## config.mk

```make
export PLATFORM = sky130hd
export DESIGN_NAME = tcw_top
export DESIGN_NICKNAME = d
export VERILOG_FILES = /design/src/shared/tcw_pkg.sv /design/src/hw/tcw_edge_detect.sv /design/src/hw/tcw_divider.sv /design/src/hw/tcw_top.sv
export VERILOG_INCLUDE_DIRS = /design/src /design/src/shared
export SDC_FILE = /design/constraint.sdc
export NUM_CORES = 1
export LEC_CHECK = 0
export ABC_AREA = 1
export BUFFER_PORTS_ARGS = -buffer_cell sky130_fd_sc_hd__buf_4
export CELL_PAD_IN_SITES_DETAIL_PLACEMENT = 1
export CELL_PAD_IN_SITES_GLOBAL_PLACEMENT = 1
export CORE_UTILIZATION = 30
export DETAILED_ROUTE_END_ITERATION = 10
export PLACE_DENSITY = 0.56
export SLEW_MARGIN = 20
export SYNTH_ARGS = -nofsm -noshare
export SYNTH_HDL_FRONTEND = slang
export SYNTH_SLANG_ARGS = --single-unit
```

## constraint.sdc

```tcl
create_clock -name clock -period 2 [get_ports clock]
set_input_delay 0.3 -clock clock [delete_from_list [all_inputs] [get_ports clock]]
set_output_delay 0.3 -clock clock [all_outputs]
set_load 0.05 [all_outputs]
```

## src/shared/tcw_defs.svh

```systemverilog
// constants for the tick counter / watchdog / shared divider block
`ifndef TCW_DEFS_SVH
`define TCW_DEFS_SVH

// =====================================================================
// option bit positions
`define TCW_OPT_RATIO_LSB 0
`define TCW_OPT_RATIO_MSB 2
`define TCW_OPT_ASSIGN 3
`define TCW_OPT_EDGE 4
`define TCW_OPT_SOURCE 5
`define TCW_OPT_IRQ_EN 6

// =====================================================================
// reset values and counter top value
`define TCW_OPT_RESET 8'h0e
`define TCW_ZERO8 8'h00
`define TCW_MAX8 8'hff

// =====================================================================
// watchdog clock figures
`define TCW_WD_CLK_HZ 16000
`define TCW_SYS_CLK_HZ 100000000

`endif

```

## src/shared/tcw_pkg.sv

```systemverilog
// types for the tick counter / watchdog / shared divider block
`default_nettype none
package tcw_pkg;
	typedef enum logic {
		TCW_DIV_TO_TICK,
		TCW_DIV_TO_WATCHDOG
	} tcw_assign_e;
endpackage
`default_nettype wire

```

## src/hw/tcw_edge_detect.sv

```systemverilog
// external count pin sampler and edge qualifier
`timescale 1ns/1ps
`default_nettype none
`include "tcw_defs.svh"

module tcw_edge_detect
	import tcw_pkg::*;
(
	// clock and reset
	input wire logic clock,
	input wire logic arst_n,
	// pin and edge select
	input wire logic pin,
	input wire logic falling_sel,
	// qualified transition
	output logic edge_pulse
);
	logic sample_reg;
	logic prev_reg;
	logic [1:0] fill_reg;

	// =====================================================================
	// sampling
	always_ff @(posedge clock or negedge arst_n) begin
		if (!arst_n) begin
			sample_reg <= 1'b0;
			prev_reg <= 1'b0;
			fill_reg <= '0;
		end else begin
			sample_reg <= pin;
			prev_reg <= sample_reg;
			fill_reg <= {fill_reg[0], 1'b1};
		end
	end

	// pin idle level is unknown at reset: no edge until two real samples are held
	logic primed;
	assign primed = fill_reg[1];

	// pin must toggle below half the clock rate or edges merge
	assign edge_pulse = primed & (falling_sel ? (prev_reg & ~sample_reg)
		: (~prev_reg & sample_reg));
endmodule
`default_nettype wire

```

## src/hw/tcw_divider.sv

```systemverilog
// shared 8-bit programmable divider
`timescale 1ns/1ps
`default_nettype none
`include "tcw_defs.svh"

module tcw_divider
	import tcw_pkg::*;
#(
	parameter int WIDTH = 8
)(
	// clock and reset
	input wire logic clock,
	input wire logic arst_n,
	// control
	input wire logic clear,
	input wire logic step,
	input wire logic [2:0] ratio,
	// output tick
	output logic tick
);
	logic [WIDTH-1:0] count_reg;
	logic [WIDTH-1:0] count_next;
	logic [WIDTH-1:0] mask;

	// =====================================================================
	// ratio 000 -> 1:2 ... 111 -> 1:256
	assign mask = WIDTH'((9'h002 << ratio) - 9'h001);
	assign count_next = count_reg + WIDTH'(1);
	assign tick = step & ((count_reg & mask) == mask);

	// count is private: no read or write path to the core
	always_ff @(posedge clock or negedge arst_n) begin
		if (!arst_n) begin
			count_reg <= '0;
		end else if (clear) begin
			count_reg <= '0;
		end else if (step) begin
			count_reg <= count_next;
		end
	end
endmodule
`default_nettype wire

```

## src/hw/tcw_top.sv

```systemverilog
// tick counter and watchdog sharing one programmable divider
// Functional notes
// - 8-bit tick counter, internal or external events
// - divider ahead of counter extends range
// - option bit 5 selects external pin source
// - internal source: every cycle, or divider ticks
// - external pin sampled every rising clock edge
// - option bit 4 one selects falling edge
// - wrap FFh to 00h sets rollover pending
// - counter write clears divider when prescaling
// - 8-bit watchdog on slow 16 kHz clock
// - timeout resets only when config enable set
// - reset default: watchdog, ratio 1:128
// - option bit 3 assigns divider, never both
// - ratio field applies to assigned counter
// - divider count hidden from processor
// - rollover interrupt has own enable bit
`timescale 1ns/1ps
`default_nettype none
`include "tcw_defs.svh"

module tcw_top
	import tcw_pkg::*;
#(
	parameter int WD_CLK_HZ = `TCW_WD_CLK_HZ,
	parameter int SYS_CLK_HZ = `TCW_SYS_CLK_HZ,
	parameter int WD_TICK_CYCLES = SYS_CLK_HZ / WD_CLK_HZ
)(
	// clock and reset
	input wire logic clock,
	input wire logic arst_n,
	// option register
	input wire logic option_write,
	input wire logic [7:0] option_wdata,
	output logic [7:0] option_value,
	// tick counter access
	input wire logic tick_write,
	input wire logic [7:0] tick_wdata,
	output logic [7:0] tick_counter,
	// core events
	input wire logic instruction_cycle,
	input wire logic watchdog_clear_instruction,
	input wire logic pending_clear,
	// external count pin
	input wire logic tick_pin,
	// configuration word
	input wire logic watchdog_enable_cfg,
	// status and events
	output logic tick_rollover_pending,
	output logic tick_irq,
	output logic [7:0] watchdog_counter,
	output logic watchdog_reset
);
	logic [7:0] option_reg;
	logic [7:0] tick_reg;
	logic [7:0] wd_reg;
	logic pending_reg;
	logic wd_reset_reg;
	logic [31:0] osc_cnt_reg;
	logic wd_osc_tick;
	logic ext_edge;
	logic tick_event;
	logic tick_step;
	logic div_step;
	logic div_tick;
	logic div_clear;
	logic wd_step;
	logic wrap;
	tcw_assign_e assign_sel;

	// =====================================================================
	// option register
	always_ff @(posedge clock or negedge arst_n) begin
		if (!arst_n) begin
			option_reg <= `TCW_OPT_RESET;
		end else if (option_write) begin
			option_reg <= option_wdata;
		end
	end
	assign option_value = option_reg;
	assign assign_sel = option_reg[`TCW_OPT_ASSIGN] ? TCW_DIV_TO_WATCHDOG : TCW_DIV_TO_TICK;

	// =====================================================================
	// event sources
	tcw_edge_detect u_edge (
		.clock(clock),
		.arst_n(arst_n),
		.pin(tick_pin),
		.falling_sel(option_reg[`TCW_OPT_EDGE]),
		.edge_pulse(ext_edge)
	);

	assign tick_event = option_reg[`TCW_OPT_SOURCE] ? ext_edge : instruction_cycle;

	// free-running stand-in for the slow watchdog oscillator
	always_ff @(posedge clock or negedge arst_n) begin
		if (!arst_n) begin
			osc_cnt_reg <= '0;
		end else if (osc_cnt_reg >= 32'(WD_TICK_CYCLES - 1)) begin
			osc_cnt_reg <= '0;
		end else begin
			osc_cnt_reg <= osc_cnt_reg + 32'h1;
		end
	end
	assign wd_osc_tick = (osc_cnt_reg >= 32'(WD_TICK_CYCLES - 1));

	// =====================================================================
	// divider routing: one user at a time
	always_comb begin
		unique case (assign_sel)
			TCW_DIV_TO_TICK: begin
				div_step = tick_event;
				tick_step = div_tick;
				wd_step = wd_osc_tick;
				div_clear = tick_write;
			end
			TCW_DIV_TO_WATCHDOG: begin
				div_step = wd_reg == `TCW_MAX8 && wd_osc_tick;
				tick_step = tick_event;
				wd_step = wd_osc_tick;
				div_clear = watchdog_clear_instruction;
			end
		endcase
	end

	tcw_divider #(
		.WIDTH(8)
	) u_div (
		.clock(clock),
		.arst_n(arst_n),
		.clear(div_clear),
		.step(div_step),
		.ratio(option_reg[`TCW_OPT_RATIO_MSB:`TCW_OPT_RATIO_LSB]),
		.tick(div_tick)
	);

	// =====================================================================
	// tick counter
	assign wrap = tick_step && !tick_write && tick_reg == `TCW_MAX8;

	always_ff @(posedge clock or negedge arst_n) begin
		if (!arst_n) begin
			tick_reg <= `TCW_ZERO8;
		end else if (tick_write) begin
			tick_reg <= tick_wdata;
		end else if (tick_step) begin
			tick_reg <= tick_reg + 8'h01;
		end
	end
	assign tick_counter = tick_reg;

	// set wins over a same-cycle clear
	always_ff @(posedge clock or negedge arst_n) begin
		if (!arst_n) begin
			pending_reg <= 1'b0;
		end else if (wrap) begin
			pending_reg <= 1'b1;
		end else if (pending_clear) begin
			pending_reg <= 1'b0;
		end
	end
	assign tick_rollover_pending = pending_reg;
	assign tick_irq = pending_reg & option_reg[`TCW_OPT_IRQ_EN];

	// =====================================================================
	// watchdog
	always_ff @(posedge clock or negedge arst_n) begin
		if (!arst_n) begin
			wd_reg <= `TCW_ZERO8;
		end else if (watchdog_clear_instruction) begin
			wd_reg <= `TCW_ZERO8;
		end else if (wd_step) begin
			wd_reg <= wd_reg + 8'h01;
		end
	end
	assign watchdog_counter = wd_reg;

	// timeout: wrap of watchdog, through divider when assigned there
	always_ff @(posedge clock or negedge arst_n) begin
		if (!arst_n) begin
			wd_reset_reg <= 1'b0;
		end else begin
			wd_reset_reg <= watchdog_enable_cfg && !watchdog_clear_instruction &&
				((assign_sel == TCW_DIV_TO_WATCHDOG) ? div_tick
					: (wd_step && wd_reg == `TCW_MAX8));
		end
	end
	assign watchdog_reset = wd_reset_reg;
endmodule
`default_nettype wire

```

==> flow_metrics.tcl <==
set metrics [dict create \
    status "complete, no violations" \
    die_h_um 110 \
    clock_latency_ns 0.33 \
    path_clk_slew_ns 0.06 \
    p_switching_mw 1.09 \
    internal_power_mw 2.95 \
    power_mw 4.04 \
    maxCapViolations 0 \
    hold_viol 0 \
    max-clock-path-buffers 2 \
    yosysWarnings 0 \
    rrSetupSlack_ns 0.17 \
    finalCritPeriodShare 0.913 \
    grt_max_degree 39 \
    holdPathEnd "u_edge.sample_reg$_DFF_PN0_" \
    layout_commonest_cell "nand2_1" \
    cts_buffers 9 \
    dp_hpwl_um 6160 \
    syn_area_um2 3500 \
    synthMuxAreaShare 0.00644 \
    largest_register_ff_count 32 \
    reg2reg_from "option_value[1]$_DFFE_PN1P_" \
    crit_top_cell "nand2_1" \
    cp-start-kind "register" \
    peakVddDrop_mv 0.338 \
    max_stage_delay_ns 0.58 \
    syn_avg_cell_area_um2 8.79 \
    rsz0062_at_grt "no" \
    synth_top_family_by_area "simple AND/OR/NAND/NOR gates" \
    cts-root-buf "clkbuf_16" \
    p_comb_frac 0.151 \
    synthSimpleGateAreaFrac 0.277 \
    synth_compound_area_frac 0.0587 \
    grt_pass1_wl_um 14000 \
    switching_share 0.270 \
    vias 2847 \
    grt_pass1_vias 2940 \
    powerDensity_nw_per_um2 895 \
    dieArea_um2 12100 \
    place_ws_ns 0.0514 \
    seq_power_share 0.390 \
    worst-setup-path-type "reg -> reg" \
    period_needed_ns 1.83 \
    layout-drive-gt1-share 0.230 \
    drt_iter0_drc 85 \
    cts_htree_levels 3 \
    tns_ns 0 \
    start_util 0.308 \
    crit_fanout 8 \
    final_nets 515 \
    core_area_um2 11400 \
    final_cell_mix "nand2_1, dfrtp_1, buf_4" \
    drv_slew 0 \
    synth_cells 398 \
    worstPathArrival_ns 2.04 \
    row_count 39 \
    setup_slack_ns 0.173 \
    crit_required_ns 2.22 \
    p_leak_nw 2.21 \
    syn_to_final_growth_pct 29.1 \
    diodes 0 \
    crit_path_end_kind "register" \
    tritoncts "built" \
    fin_util 0.397 \
    r2r_end "tick_counter[3]$_DFFE_PN0P_" \
    routedWlPerCell_um 13.2 \
    antenna_found_initial 0 \
    gp_congestion 0.767 \
    min_from "tick_pin" \
    clock_skew_ns 0.00587 \
    cp_slowest_cell "dfstp_2" \
    overflow 0 \
    synth.distinct_cells 36 \
    drc 0 \
    dr.pass1.iters 4 \
    setup_violations 0 \
    clock-sinks 70 \
    fmax_ghz 0.547 \
    holdPathStages 1 \
    track_usage 0.151 \
    port_buffers 51 \
    r2r_cells 14 \
    routed_wl_um 8320 \
    synth.yosys.seq_area_share 0.502 \
    synthXorXnorAreaFrac 0.0476 \
    clkPwrFrac 0.459 \
    antenna_left 0 \
    hp-class "in -> reg" \
    io_pins 52 \
    synthAdderAreaFrac 0.0250 \
    die_x_um 110 \
    crit_chain "nor2_4, nand2_2, ha_4, nand2_1, nand2_1, nand2_1, nor2_2, nor2_2, nand2_2, nand2_4, nand2_4, nand2_4, nand2_1, nand2_1" \
    drt-vias-per-instance 4.51 \
    synth_seq_cells 70 \
]
[repair_timing]
action / CTS / global route
hold endpoints to repair: 32 / 0
buffers inserted: 0 / 3
gates resized for setup: 0 / 10
setup endpoints to repair: 0 / 9
hold buffers: 1 / 0
[cells in the mapped netlist, drive strengths merged]
| master | n | area [um^2] |
|---|---|---|
| a211oi | 2 | 20.0 |
| a21oi | 6 | 30.0 |
| a31oi | 1 | 6.26 |
| buf | 7 | 58.8 |
| bufbuf | 1 | 32.5 |
| clkbuf | 2 | 17.5 |
| conb | 2 | 7.51 |
| dfrtp | 67 | 1680 |
| dfstp | 3 | 78.8 |
| ha | 7 | 87.6 |
| inv | 47 | 176 |
| mux2 | 2 | 22.5 |
| nand2 | 102 | 425 |
| nand3 | 37 | 198 |
| nand4 | 16 | 100 |
| nor2 | 41 | 166 |
| nor3 | 6 | 35.0 |
| nor3b | 3 | 22.5 |
| nor4 | 1 | 21.3 |
| o21ai | 23 | 126 |
| o31ai | 3 | 22.5 |
| xnor2 | 5 | 43.8 |
| xor2 | 14 | 123 |
[worst max-delay path, delay by kind of cell, from the launching register on]
kind	cells	cell delay (ns)
fa+ha+maj	1	0.16
flops	1	0.58
simple gates	13	0.95
[worst max path at each step]
stage / startpoint / end / depth (start not counted)
finish: option_value[1]$_DFFE_PN1P_ / tick_counter[3]$_DFFE_PN0P_ / 14
global route: option_value[1]$_DFFE_PN1P_ / tick_counter[7]$_DFFE_PN0P_ / 14
CTS: option_value[0]$_DFFE_PN0P_ / tick_counter[3]$_DFFE_PN0P_ / 13
detailed placement: option_value[1]$_DFFE_PN1P_ / tick_counter[3]$_DFFE_PN0P_ / 14
global placement: option_value[1]$_DFFE_PN1P_ / tick_counter[5]$_DFFE_PN0P_ / 14
floorplan: option_value[2]$_DFFE_PN1P_ / tick_counter[0]$_DFFE_PN0P_ / 15
[power groups by stage]
stage | Clock, mW | Sequential [mW] | Combinational, mW
6_report | 1.86 | 1.58 | 0.610
5_1_grt | 1.95 | 1.59 | 0.676
4_1_cts | 1.91 | 1.57 | 0.596
3_5_place_dp | 0 | 1.60 | 0.593
3_3_place_gp | 0 | 1.60 | 0.582
2_1_floorplan | 0 | 1.74 | 0.236
[logic make-up (layout without fill, tap and decap cells)]
kind of cell | count (synthesis) | count (layout)
other | 2 | 20
XOR/XNOR | 19 | 19
buffers and inverters | 57 | 128
AND/OR/NAND/NOR | 206 | 207
flip-flops | 70 | 70
AO/OA/AOI/OAI | 35 | 35
adder cells (fa/ha/maj) | 7 | 7
multiplexers | 2 | 2
[stage by stage]
stage | cells | area, um^2 | hold WS [ns]
2_1_floorplan | 416 | 3570 | 0.00441
3_3_place_gp | 610 | 4090 | 0.303
6_report | 631 | 4520 | 0.0734
5_1_grt | 631 | 4520 | 0.0615
4_1_cts | 627 | 4450 | 0.0583
3_5_place_dp | 610 | 4090 | 0.299
[final cells by class]
type                            instances  area [um^2]
Fill cell                            1369         6850
Sequential cell                        70         1760
Multi-Input combinational cell        290         1570
Timing Repair Buffer                   65          490
Clock buffer                           10          239
Tap cell                              143          179
Inverter                               47          176
Clock inverter                          6          109
[routing by layer]
layer,share of wire,vias to the layer above,track usage
met1,0.48,1355,0.197
met5,0,-,0
met2,0.47,45,0.245
met3,0.034,12,0.0276
met4,0.017,0,0.0657
li1,-,1435,-
Power figures use the tool's default switching activity.
